==> src/common/acc_regs.svh <==
// Register offsets, field positions and input select codes of the comparator control block
`ifndef ACC_REGS_SVH
`define ACC_REGS_SVH
`define ACC_OFS_CON0_1 8'h00
`define ACC_OFS_CON1_1 8'h04
`define ACC_OFS_NCH_1 8'h08
`define ACC_OFS_PCH_1 8'h0C
`define ACC_OFS_CON0_2 8'h10
`define ACC_OFS_CON1_2 8'h14
`define ACC_OFS_NCH_2 8'h18
`define ACC_OFS_PCH_2 8'h1C
`define ACC_OFS_MIRROR 8'h20
`define ACC_OFS_IRQ_FLAG 8'h24
`define ACC_BIT_ON 7
`define ACC_BIT_RESULT 6
`define ACC_BIT_INVERT 4
`define ACC_BIT_ONE 2
`define ACC_BIT_HYS 1
`define ACC_BIT_SYNC 0
`define ACC_BIT_RISE 1
`define ACC_BIT_FALL 0
`define ACC_SEL_AGND 3'h7
`define ACC_SEL_FIXREF 3'h6
`define ACC_SEL_DAC 3'h5
`define ACC_SEL_NONE 3'h0
`endif

==> src/common/acc_pkg.sv <==
// Types of the comparator control block
package acc_pkg;
   typedef struct packed {
      logic on;
      logic invert;
      logic hysteresis_on;
      logic sync;
      logic rise_en;
      logic fall_en;
      logic [2:0] inv_sel;
      logic [2:0] noninv_sel;
   } acc_cfg_t;

   typedef struct packed {
      acc_cfg_t [1:0] cfg;
      logic [1:0] sampled;
      logic [1:0] prev;
      logic [1:0] tclk_prev;
      logic [1:0] sync_out;
      logic [1:0] irq_flag;
      logic [1:0] adc_trig;
      logic [1:0] ext_out;
      logic ack;
      logic [31:0] dat;
   } acc_state_t;
endpackage

==> src/core/acc_core.sv <==
// Comparator control, result reporting and edge flag logic with a Wishbone slave
`timescale 1ns/1ns
`include "acc_regs.svh"

// What this block does
// - Comparator works only while its on bit seven is set.
// - Raw result high when positive input exceeds negative input.
// - Invert bit four flips the result before reporting or routing.
// - Read-only bit six shows the polarity-adjusted result.
// - Mirror register holds comparator two in bit one, one in bit zero.
// - Bit one enables input hysteresis.
// - Sync bit zero latches result on falling timer clock edge.
// - Latch on falling timer edge so it never meets counting.
// - Sync clear forwards result to timers and pin directly.
// - Internal result sampled every cycle; external result latched only with sync set.
// - Rise enable sets the flag on a low-to-high result change.
// - Fall enable sets the flag on a high-to-low result change.
// - An edge in the clearing cycle wins and leaves the flag set.
// - Edges act on the inverted, enable-gated result.
// - Negative select: four pins, two open, fixed reference, ground.
// - Positive select: two pins, three open, DAC, fixed reference, ground.
// - Unused bit two of control reads one; other unused bits zero.
// - Rising result edge triggers conversion.
// - A disabled comparator disconnects all its inputs.
module acc_core
   import acc_pkg::*;
(
   input wire logic clk_i,
   input wire logic rst_i,
   input wire logic cyc_i,
   input wire logic stb_i,
   input wire logic we_i,
   input wire logic [7:0] adr_i,
   input wire logic [3:0] sel_i,
   input wire logic [31:0] dat_i,
   output logic [31:0] dat_o,
   output logic ack_o,
   input wire logic [1:0] raw_result_i,
   input wire logic [1:0] timer_clk_i,
   output logic [1:0] comparator_on_o,
   output logic [1:0] hysteresis_on_o,
   output logic [5:0] inv_input_select_o,
   output logic [5:0] noninv_input_select_o,
   output logic [1:0] ext_result_o,
   output logic [1:0] adc_trigger_o,
   output logic [1:0] compare_irq_flag_o
);
   acc_state_t s;
   acc_state_t next_s;

   // Register hits per comparator; index 0 is the first comparator
   function automatic logic hit_con0(input logic [7:0] a, input int unsigned i);
      logic h;
      if (i == 0) begin
         h = (a == `ACC_OFS_CON0_1);
      end else begin
         h = (a == `ACC_OFS_CON0_2);
      end
      return h;
   endfunction

   function automatic logic hit_con1(input logic [7:0] a, input int unsigned i);
      logic h;
      if (i == 0) begin
         h = (a == `ACC_OFS_CON1_1);
      end else begin
         h = (a == `ACC_OFS_CON1_2);
      end
      return h;
   endfunction

   function automatic logic hit_nch(input logic [7:0] a, input int unsigned i);
      logic h;
      if (i == 0) begin
         h = (a == `ACC_OFS_NCH_1);
      end else begin
         h = (a == `ACC_OFS_NCH_2);
      end
      return h;
   endfunction

   function automatic logic hit_pch(input logic [7:0] a, input int unsigned i);
      logic h;
      if (i == 0) begin
         h = (a == `ACC_OFS_PCH_1);
      end else begin
         h = (a == `ACC_OFS_PCH_2);
      end
      return h;
   endfunction

   // Byte images of two- and three-bit fields; upper bits read as zero
   function automatic logic [7:0] pad2(input logic [1:0] v);
      return {6'h00, v};
   endfunction

   function automatic logic [7:0] pad3(input logic [2:0] v);
      return {5'h00, v};
   endfunction

   // Bit two is hard-wired high, the other unused bits read zero
   function automatic logic [7:0] con0_image(input acc_cfg_t c, input logic res);
      logic [7:0] v;
      v = 8'h00;
      v[`ACC_BIT_ON] = c.on;
      v[`ACC_BIT_RESULT] = res;
      v[`ACC_BIT_INVERT] = c.invert;
      v[`ACC_BIT_ONE] = 1'b1;
      v[`ACC_BIT_HYS] = c.hysteresis_on;
      v[`ACC_BIT_SYNC] = c.sync;
      return v;
   endfunction

   // Adjusted, enable-gated result as seen by software and edge logic
   function automatic logic adjust(input acc_cfg_t c, input logic raw);
      return c.on & (raw ^ c.invert);
   endfunction

   // One-cycle pulse on a low-to-high step between two samples
   function automatic logic rise_of(input logic cur, input logic old);
      return cur & ~old;
   endfunction

   // Enabled edge of the reported result; the detector runs even while disabled
   function automatic logic edge_seen(input acc_cfg_t c, input logic cur, input logic old);
      logic up;
      logic down;
      up = rise_of(cur, old);
      down = rise_of(old, cur);
      return (c.rise_en & up) | (c.fall_en & down);
   endfunction

   // Flag update; the set term is applied last so it wins over a clear
   function automatic logic flag_next(input logic old, input logic clr, input logic set);
      logic f;
      f = old;
      if (clr) begin
         f = 1'b0;
      end
      if (set) begin
         f = 1'b1;
      end
      return f;
   endfunction

   // Timer-side result: the falling-edge latch when synchronised, else direct
   function automatic logic ext_pick(input logic sync, input logic latched, input logic direct);
      logic e;
      if (sync) begin
         e = latched;
      end else begin
         e = direct;
      end
      return e;
   endfunction

   // Negative input route; both open codes collapse to one open code
   function automatic logic [2:0] neg_route(input logic on, input logic [2:0] v);
      logic [2:0] r;
      if (!on) begin
         r = `ACC_SEL_NONE;
      end else if (v == 3'h4 || v == 3'h5) begin
         r = 3'h4;
      end else begin
         r = v;
      end
      return r;
   endfunction

   // Positive input route; the three open codes collapse to one open code
   function automatic logic [2:0] pos_route(input logic on, input logic [2:0] v);
      logic [2:0] r;
      if (!on) begin
         r = `ACC_SEL_NONE;
      end else if (v >= 3'h2 && v <= 3'h4) begin
         r = 3'h2;
      end else begin
         r = v;
      end
      return r;
   endfunction

   // Apply one register write to a comparator's configuration
   function automatic acc_cfg_t cfg_write(input acc_cfg_t c, input logic [7:0] a,
                                          input logic [7:0] d, input int unsigned i);
      acc_cfg_t n;
      n = c;
      if (hit_con0(a, i)) begin
         n.on = d[`ACC_BIT_ON];
         n.invert = d[`ACC_BIT_INVERT];
         n.hysteresis_on = d[`ACC_BIT_HYS];
         n.sync = d[`ACC_BIT_SYNC];
      end else if (hit_con1(a, i)) begin
         n.rise_en = d[`ACC_BIT_RISE];
         n.fall_en = d[`ACC_BIT_FALL];
      end else if (hit_nch(a, i)) begin
         n.inv_sel = d[2:0];
      end else if (hit_pch(a, i)) begin
         n.noninv_sel = d[2:0];
      end
      return n;
   endfunction

   // Read image of one comparator's registers; zero when no register is hit
   function automatic logic [7:0] cfg_image(input acc_cfg_t c, input logic [7:0] a,
                                            input int unsigned i, input logic res);
      logic [7:0] v;
      v = 8'h00;
      if (hit_con0(a, i)) begin
         v = con0_image(c, res);
      end else if (hit_con1(a, i)) begin
         v = pad2({c.rise_en, c.fall_en});
      end else if (hit_nch(a, i)) begin
         v = pad3(c.inv_sel);
      end else if (hit_pch(a, i)) begin
         v = pad3(c.noninv_sel);
      end
      return v;
   endfunction

   // Bus qualifiers and per-comparator helper terms
   logic access;
   logic wr_access;
   logic rd_access;
   logic [1:0] adj_now;
   logic [1:0] tclk_fell;
   logic [1:0] edge_hit;
   logic [1:0] clear_req;
   logic [7:0] rd;

   // One access per request; the pending ack blocks a second take
   always_comb begin
      access = cyc_i & stb_i & ~s.ack;
      wr_access = access & we_i & sel_i[0];
      rd_access = access & ~we_i;
   end

   // Latch only on a falling timer clock edge, away from the rising count edge
   always_comb begin
      for (int i = 0; i < 2; i++) begin
         // Raw result comes from the analog comparator, high when plus exceeds minus
         adj_now[i] = adjust(s.cfg[i], raw_result_i[i]);
         tclk_fell[i] = s.tclk_prev[i] & ~timer_clk_i[i];
         edge_hit[i] = edge_seen(s.cfg[i], s.sampled[i], s.prev[i]);
         clear_req[i] = wr_access & (adr_i == `ACC_OFS_IRQ_FLAG) & ~dat_i[i];
      end
   end

   // Read mux; the two comparators never share an offset, so their images combine
   always_comb begin
      rd = 8'h00;
      if (adr_i == `ACC_OFS_MIRROR) begin
         rd = pad2(s.sampled);
      end else if (adr_i == `ACC_OFS_IRQ_FLAG) begin
         rd = pad2(s.irq_flag);
      end else begin
         rd = cfg_image(s.cfg[0], adr_i, 0, s.sampled[0]) |
              cfg_image(s.cfg[1], adr_i, 1, s.sampled[1]);
      end
   end

   // Result path samples every cycle; config and flags follow the bus.
   // Edges are taken from two registered samples, so a flag sets two edges
   // after the analog input moves; a coincident clear loses to the set.
   always_comb begin
      next_s = s;
      next_s.sampled = adj_now;
      next_s.prev = s.sampled;
      next_s.tclk_prev = timer_clk_i;
      for (int i = 0; i < 2; i++) begin
         if (tclk_fell[i]) begin
            next_s.sync_out[i] = adj_now[i];
         end
         next_s.ext_out[i] = ext_pick(s.cfg[i].sync, next_s.sync_out[i], adj_now[i]);
         next_s.adc_trig[i] = rise_of(s.sampled[i], s.prev[i]);
         if (wr_access) begin
            next_s.cfg[i] = cfg_write(s.cfg[i], adr_i, dat_i[7:0], i);
         end
         next_s.irq_flag[i] = flag_next(s.irq_flag[i], clear_req[i], edge_hit[i]);
      end
      next_s.ack = access;
      if (rd_access) begin
         next_s.dat = {24'h000000, rd};
      end else if (access) begin
         next_s.dat = 32'h00000000;
      end
      if (rst_i) begin
         next_s = '0;
      end
   end

   always_ff @(posedge clk_i) begin
      s <= next_s;
   end

   // Enable and hysteresis go out registered so the analog side sees no glitch
   always_ff @(posedge clk_i) begin
      if (rst_i) begin
         comparator_on_o <= 2'b00;
         hysteresis_on_o <= 2'b00;
      end else begin
         for (int i = 0; i < 2; i++) begin
            comparator_on_o[i] <= next_s.cfg[i].on;
            hysteresis_on_o[i] <= next_s.cfg[i].on & next_s.cfg[i].hysteresis_on;
         end
      end
   end

   // Input routes change in the same cycle as the enable they depend on
   always_ff @(posedge clk_i) begin
      if (rst_i) begin
         inv_input_select_o <= 6'h00;
      end else begin
         for (int i = 0; i < 2; i++) begin
            inv_input_select_o[i*3 +: 3] <=
               neg_route(next_s.cfg[i].on, next_s.cfg[i].inv_sel);
         end
      end
   end

   always_ff @(posedge clk_i) begin
      if (rst_i) begin
         noninv_input_select_o <= 6'h00;
      end else begin
         for (int i = 0; i < 2; i++) begin
            noninv_input_select_o[i*3 +: 3] <=
               pos_route(next_s.cfg[i].on, next_s.cfg[i].noninv_sel);
         end
      end
   end

   // These outputs are plain wires from state flip-flops
   always_comb begin
      dat_o = s.dat;
      ack_o = s.ack;
      ext_result_o = s.ext_out;
      adc_trigger_o = s.adc_trig;
      compare_irq_flag_o = s.irq_flag;
   end
endmodule

==> config.mk <==
export PLATFORM = sky130hd
export DESIGN_NAME = acc_core
export DESIGN_NICKNAME = d
export VERILOG_FILES = /design/src/common/acc_pkg.sv /design/src/core/acc_core.sv
export VERILOG_INCLUDE_DIRS = /design/src /design/src/common
export SDC_FILE = /design/constraint.sdc
export NUM_CORES = 1
export LEC_CHECK = 0
export ABC_AREA = 1
export BUFFER_PORTS_ARGS = -buffer_cell sky130_fd_sc_hd__buf_2
export CAP_MARGIN = 25
export CORE_ASPECT_RATIO = 0.6
export CORE_MARGIN = 3
export CORE_UTILIZATION = 40
export CTS_CLUSTER_DIAMETER = 150
export DETAILED_ROUTE_END_ITERATION = 16
export GPL_ROUTABILITY_DRIVEN = 0
export PLACE_DENSITY = 0.73
export SETUP_SLACK_MARGIN = 0.4
export SLEW_MARGIN = 20
export SYNTH_ARGS = -nofsm -noshare
export SYNTH_HDL_FRONTEND = slang
export SYNTH_SLANG_ARGS = --single-unit
==> constraint.sdc <==
create_clock -name clk_i -period 3.6 [get_ports clk_i]
set_input_delay 0.18 -clock clk_i [delete_from_list [all_inputs] [get_ports clk_i]]
set_output_delay 0.18 -clock clk_i [all_outputs]
set_load 0.005 [all_outputs]
==> impl_results.md, run 1 <==
* Slew @ Worst Pin at 0.553 ns
* Number of DRC markers in iteration 0 at roughly 160
* Combinational Power Share at between 4 and 5%
* CTS Sinks at 61
* Placed insts at slightly below 500
* Area growth syn-to-layout at 15.1%
* Final cell count without fillers at roughly 500
* IO buf count at between 50 and 60
* Later-pin clock latency in the skew report at about 0.32 ns
* Nets at roughly 470
* Largest net degree at the start of global routing at 31
* P_int at ~1.2 mW
* YS warnings at 0
* Sum Neg Setup Slack at 0 ns
* CTS Hold Bufs at 0
* Maximum fanout along the worst path at 9
* H-tree levels at 3
* WL/cell at about 13 um
* Global-route wire length before repair at 10500 um
* Number of global-route vias before repair at between 2000 and 2500
* WP data required at approximately 3.8 ns
* Initial antenna violation count at 0
* Period utilization at about 50%
* Max_slew headroom at between 60% and 70%
* Layout cells sized above 1 at between 20% and 30%
* Syn Std Cell Area at 2860 sq um
* CTS Root Cell: clkbuf_16
* Maximum clock frequency at 559 MHz
* Reg power frac at around 45%
* DRC Markers at 0
* Mapped Avg Cell Area at ~7.6 sq um
* Die Span Y at about 70 um
* Diode count at 0
* Switching power at 0.317 mW
* Final hold violation count at 0
* Post-CTS Resized at 0
* CP endpoint kind: flip-flop
* CTS tree: built
* Detailed-router iteration count before antenna repair at 5
* Final Max Slew Viols at 0
* P_leak at between 1.5 and 2 nW
* Die W at 115 um
* Vias post-DR at between 2000 and 2500
* Min Tclk post-route at approximately 1.8 ns
* Cell Pwr Density at roughly 460 nW/um^2
* Async S/R FF share, synth at 0%
* Mapped Cells at 377
* # Post-CTS Setup Buffers at 0
* TritonCTS Buffers at 9
* Startpoint types: flip-flop
* # IOs at between 100 and 150
* Crit path kind: flip-flop to flip-flop
* Setup Skew at roughly 0.0034 ns
* Count of cell types in the netlist at 35
* Global route overflow at 0
* Hold WC Path Type: input pin to flip-flop
* Post-synth EDFFs at 0
* Primary FF master, synth: dfxtp_1
* Max-cap viol count at 0
* RSZ-0062 raised after global routing: no
* Run status: complete, no violations
* CTS clk-pin slew, worst paths at 0.05 ns
* Max clock buf depth at 2
* Die area at slightly above 8000 sq um
* Worst-case vdd ir drop at 301 uV
* Detail Route Antenna Nets at 0
* Core ar. at 6790 sq um
* Seq/Total Area, Yosys at 42.8%
* Final HPWL from detailed placement at 4940 um
* Synth Register Bits at 61
* Clock share of power at between 50% and 60%
* Sw Share at between 20% and 30%
* Total GRT Usage at between 10% and 20%
* WL final at around 6400 um
* Final setup vio count at 0
* FP Rows at 23
* Crit path DAT at 2.01 ns
* Starting Density at between 40 and 50%
* Vias per std cell at around 4.7
layout by cell type, fill, tap and decap left out, drive strengths merged:
master	n
a211oi	4
a21oi	21
a31oi	2
and2	2
and3	1
buf	51
clkbuf	14
clkinv	1
conb	26
dfxtp	61
inv	51
nand2	63
nand3	30
nand3b	1
nand4	5
nor2	58
nor3	6
nor4	1
o211a	1
o211ai	4
o21ai	17
o22ai	3
or2	2
through the flow:
step | instance area [sq um] | hold WS, ns | setup WS [ns] | utilization [%] | power [mW]
floorplan | 2950 | 0.305 | 2.09 | - | 0.750
global placement | 3010 | 0.396 | 1.79 | 44.3 | 0.754
detailed placement | 3010 | 0.403 | 1.69 | 44.3 | 0.755
CTS | 3290 | 0.0619 | 1.81 | 48.4 | 1.55
global route | 3290 | 0.0975 | 1.62 | 48.4 | 1.59
finish | 3290 | 0.0720 | 1.81 | 48.4 | 1.53
power by group through the flow:
stage	combinational, mW	sequential (mW)	clock, mW
3_3_place_gp	0.0614	0.692	0
4_1_cts	0.0629	0.679	0.806
2_1_floorplan	0.0574	0.692	0
5_1_grt	0.0715	0.678	0.837
6_report	0.0642	0.679	0.784
3_5_place_dp	0.0624	0.692	0
worst max-delay path: stages (launching register included):
cell	delay, ns
dfxtp_1	0.30
inv_1	0.09
nand3_4	0.13
nor2_4	0.26
inv_2	0.11
nor2_4	0.17
inv_2	0.07
o211ai_2	0.30
inv_2	0.10
nand2_1	0.10
nor2_1	0.05
cell usage after synthesis, types with 2 or more instances:
| cell | number | area, sq um |
|---|---|---|
| a211oi_1 | 4 | 30.0 |
| a21oi_1 | 21 | 105 |
| a31oi_1 | 2 | 12.5 |
| and2_1 | 2 | 12.5 |
| buf_4 | 38 | 285 |
| clkbuf_1 | 3 | 11.3 |
| dfxtp_1 | 61 | 1220 |
| inv_1 | 46 | 173 |
| inv_2 | 5 | 18.8 |
| nand2_1 | 57 | 214 |
| nand2_2 | 5 | 31.3 |
| nand3_1 | 28 | 140 |
| nand4_1 | 4 | 25.0 |
| nor2_1 | 46 | 173 |
| nor2_2 | 6 | 37.5 |
| nor2_4 | 6 | 67.6 |
| nor3_1 | 4 | 20.0 |
| nor3_2 | 2 | 20.0 |
| o211ai_1 | 2 | 15.0 |
| o211ai_2 | 2 | 25.0 |
| o21ai_0 | 17 | 85.1 |
| o22ai_1 | 3 | 18.8 |
area by class of cell:
cell class / count / area (sq um)
Inverter: 51 / 191
Tap cell: 87 / 109
Clock inverter: 1 / 5.00
Multi-Input combinational cell: 247 / 1230
Fill cell: 669 / 3500
Clock buffer: 14 / 274
Timing Repair Buffer: 51 / 255
Sequential cell: 61 / 1220
logic make-up after synthesis:
logic type / count (synthesis) / share of synthesized area (%)
buf+inv: 94 / 17.4
flops: 61 / 42.8
other cells: 1 / 0.131
simple gates: 169 / 29.2
compound gates: 52 / 10.6
sequential cells by signal (all words and copies together), names as in the netlist:
| name | count |
|---|---|
| hysteresis_on_o | 2 |
| dat_o | 6 |
| adc_trigger_o | 2 |
| ext_result_o | 2 |
| inv_input_select_o | 6 |
| compare_irq_flag_o | 2 |
| s | 32 |
| ack_o | 1 |
| comparator_on_o | 2 |
| noninv_input_select_o | 6 |
per-layer routing:
layer | up-vias | wire (um) | GRT usage [%]
met5 | - | 0 | 0
met3 | 7 | 785 | 6.67
li1 | 1235 | - | -
met1 | 1066 | 2960 | 23.8
met2 | 106 | 2620 | 22.4
met4 | 0 | 56 | 3.91
final timing paths:
check	startpoint	endpoint	slack, ns	cells after the start
max	ack_o	noninv_input_select_o[0]	1.81	10
min	timer_clk_i[1]	s[42]	0.07	3
max reg2reg	ack_o	noninv_input_select_o[0]	1.81	10
min reg2reg	s[43]	adc_trigger_o[0]	0.44	1
No activity file was read; power rests on OpenSTA's default activity.
==> run 2: changes to the inputs <==
--- a/config.mk
+++ b/config.mk
@@ -15,7 +15,7 @@
 export CTS_CLUSTER_DIAMETER = 150
 export DETAILED_ROUTE_END_ITERATION = 16
 export GPL_ROUTABILITY_DRIVEN = 0
-export PLACE_DENSITY = 0.73
+export PLACE_DENSITY = 0.76
 export SETUP_SLACK_MARGIN = 0.4
 export SLEW_MARGIN = 20
 export SYNTH_ARGS = -nofsm -noshare
==> constraint.sdc (replaced) <==
create_clock -name clk_i -period 1.6 [get_ports clk_i]
set_input_delay 0.08 -clock clk_i [delete_from_list [all_inputs] [get_ports clk_i]]
set_output_delay 0.08 -clock clk_i [all_outputs]
set_load 0.005 [all_outputs]
==> run 2 against run 1 <==
  * The run now ends with setup timing left
  * Design area grew 18%
  * Final cell count is 8.0% higher
  * Critical path depth up 2
  * Fmax rose by 8.7%
  * Utilization rose by 8.7 points
  * Critical path type unchanged
  * Largest cell class unchanged
  * Largest power group unchanged
==> impl_results.md, run 2 (same netlist as run 1, synthesis figures left out) <==
* WL/cell at around 14 um
* WL met2 at around 3500 um
* Initial antenna violation count at 0
* Global route overflow at 0
* Slew @ Worst Pin at ~0.56 ns
* Crit-path cells: inv_2 -> nand3_4 -> nor2_4 -> buf_4 -> buf_6 -> nand3_4 -> nand2_2 -> nand2_1 -> nor2_4 -> nand3_2 -> nand2_1 -> nor2_1
* Die area at about 8000 sq um
* Run status: finished with violations
* Reg with most FFs: s
* Maximum clock frequency at just over 600 MHz
* Nets at 514
* Maximum fanout along the worst path at 6
* Slowest cell on the critical path: dfxtp_2
* M1 wire length at ~3500 um
* Cell Pwr Density at 975 nW/um^2
* WP data required at approximately 1.8 ns
* Final setup vio count at 8
* Fin area at ~3900 sq um
* Detail Route Antenna Nets at 0
* Multi-input logic area at approximately 1400 sq um
* Largest net degree at the start of global routing at 30
* Vias per std cell at around 4.8
* CP endpoint kind: flip-flop
* CTS tree: built
* Diode count at 0
* CTS clk-pin slew, worst paths at ~0.050 ns
* Final Max Slew Viols at 0
* Fillers at around 600
* Startpoint types: flip-flop
* Crit path DAT at roughly 1.9 ns
* Place WS at -0.0117 ns
* Worst-case vdd ir drop at between 600 and 700 uV
* Global-route wire length before repair at about 12000 um
* Post-DP Area at around 3200 sq um
* # IOs at 108
* CTS Root Cell: clkbuf_16
* Die Span Y at 71.5 um
* Max reg flops at 32
* Die W at 115 um
* RSZ-0062 raised after global routing: yes
* Layout cells sized above 1 at 36.1%
* Failing checks: setup timing
* Final HPWL from detailed placement at 5130 um
* Setup Skew at 0.00567 ns
* Number of DRC markers in iteration 0 at about 200
* IO buf count at between 50 and 60
* Max-cap viol count at 0
* CTS Sinks at 61
* Detailed-router iteration count before antenna repair at 5
* Period utilization at 103%
* Highest routed layer: met4
* H-tree levels at 3
* Later-pin clock latency in the skew report at approximately 0.33 ns
* Max_slew headroom at between 60% and 70%
* FP Rows at 23
* Max clock buf depth at 2
* TritonCTS Buffers at 9
* Reg area at between 1000 and 1500 sq um
* Area growth syn-to-layout at 35.9%
* Routed wl met3 at roughly 700 um
* Slack of the critical path at -0.0475 ns
* Most frequent cells in the layout: dfxtp_1, nand2_1, buf_2, inv_1, nor2_1
* Hold slack at ~0.047 ns
* Total GRT Usage at ~18%
* P_leak at about 1.8 nW
* Number of global-route vias before repair at roughly 2400
* Crit path kind: flip-flop to flip-flop
* WL final at approximately 7900 um
* Final hold violation count at 0
* Vias post-DR at 2665
* Slowest Stage Delay on Critical Path at 0.32 ns
* Min Tclk post-route at between 1.5 and 2 ns
* DRC Markers at 0
* Core ar. at between 6000 and 7000 sq um
* Most common cell after layout, fill and taps aside: dfxtp_1
* Hold WC Path Type: input pin to flip-flop
* Starting Density at a little over two fifths
==> run 2: changes by cell type in the layout (fill, tap and decap cells not counted), moves of 3 or more <==
| cell | before | now |
|---|---|---|
| nor2_2 | 6 | 11 |
| a211oi_1 | 4 | 1 |
| nand3_1 | 28 | 22 |
| a211oi_2 | 0 | 3 |
| nor2_1 | 46 | 37 |
| nand3_2 | 1 | 6 |
| inv_1 | 46 | 43 |
| o21ai_0 | 17 | 8 |
| nor2_4 | 6 | 10 |
| buf_6 | 0 | 12 |
| buf_4 | 0 | 25 |
| nand2_1 | 57 | 52 |
| o21ai_1 | 0 | 7 |
| nand2_2 | 5 | 8 |
==> run 2: final timing paths <==
path	from	endpoint	slack (ns)	cells after the start
min	dat_i[4]	s[57]	0.05	3
min reg2reg	s[43]	adc_trigger_o[0]	0.46	1
max	ack_o	noninv_input_select_o[0]	-0.05	12
max reg2reg	ack_o	noninv_input_select_o[0]	-0.05	12
==> run 2: final cells by class <==
class | instances | share of cell area (%)
Clock buffer | 13 | 6.45
Clock inverter | 3 | 1.77
Inverter | 51 | 5.13
Multi-Input combinational cell | 247 | 36.4
Sequential cell | 61 | 31.5
Tap cell | 87 | 2.80
Timing Repair Buffer | 91 | 15.9
==> run 2: timing repair <==
item                                    CTS  global route
endpoints found under the setup margin   45            52
hold buffers                              2             0
hold endpoints to repair                  2             0
setup buffers                             9            15
pin swaps                                13            19
gates resized for setup                  14            43
==> run 2: worst max-delay path: cells and delay by family, from the launching register on <==
kind	cells	cell delay [ns]
buffers and inverters	3	0.31
and+or+nand+nor	9	0.93
DFF	1	0.32
==> run 2: where the power goes <==
part / internal, mW / switching [mW]
Clock: 1.41 / 0.657
Sequential: 1.53 / 0.00139
Combinational: 0.0628 / 0.128
Total: 3.00 / 0.787
==> run 2: routing by layer <==
layer  GRT usage (%)  vias to the layer above
met2            26.3                      118
met5               0                        -
met3            7.43                       10
met4            4.95                        0
met1            25.9                     1227
li1                -                     1310
==> run 2: per-stage QoR <==
stage | instances | TNS (ns) | power, mW | util, %
final | 553 | -0.214 | 3.78 | 57.1
after global routing | 553 | -2.13 | 3.91 | 57.1
after CTS | 538 | 0 | 3.79 | 53.4
after detailed placement | 511 | -0.0228 | 1.72 | 46.7
after global placement | 511 | 0 | 1.71 | 46.7
after floorplan | 402 | 0 | 1.69 | -
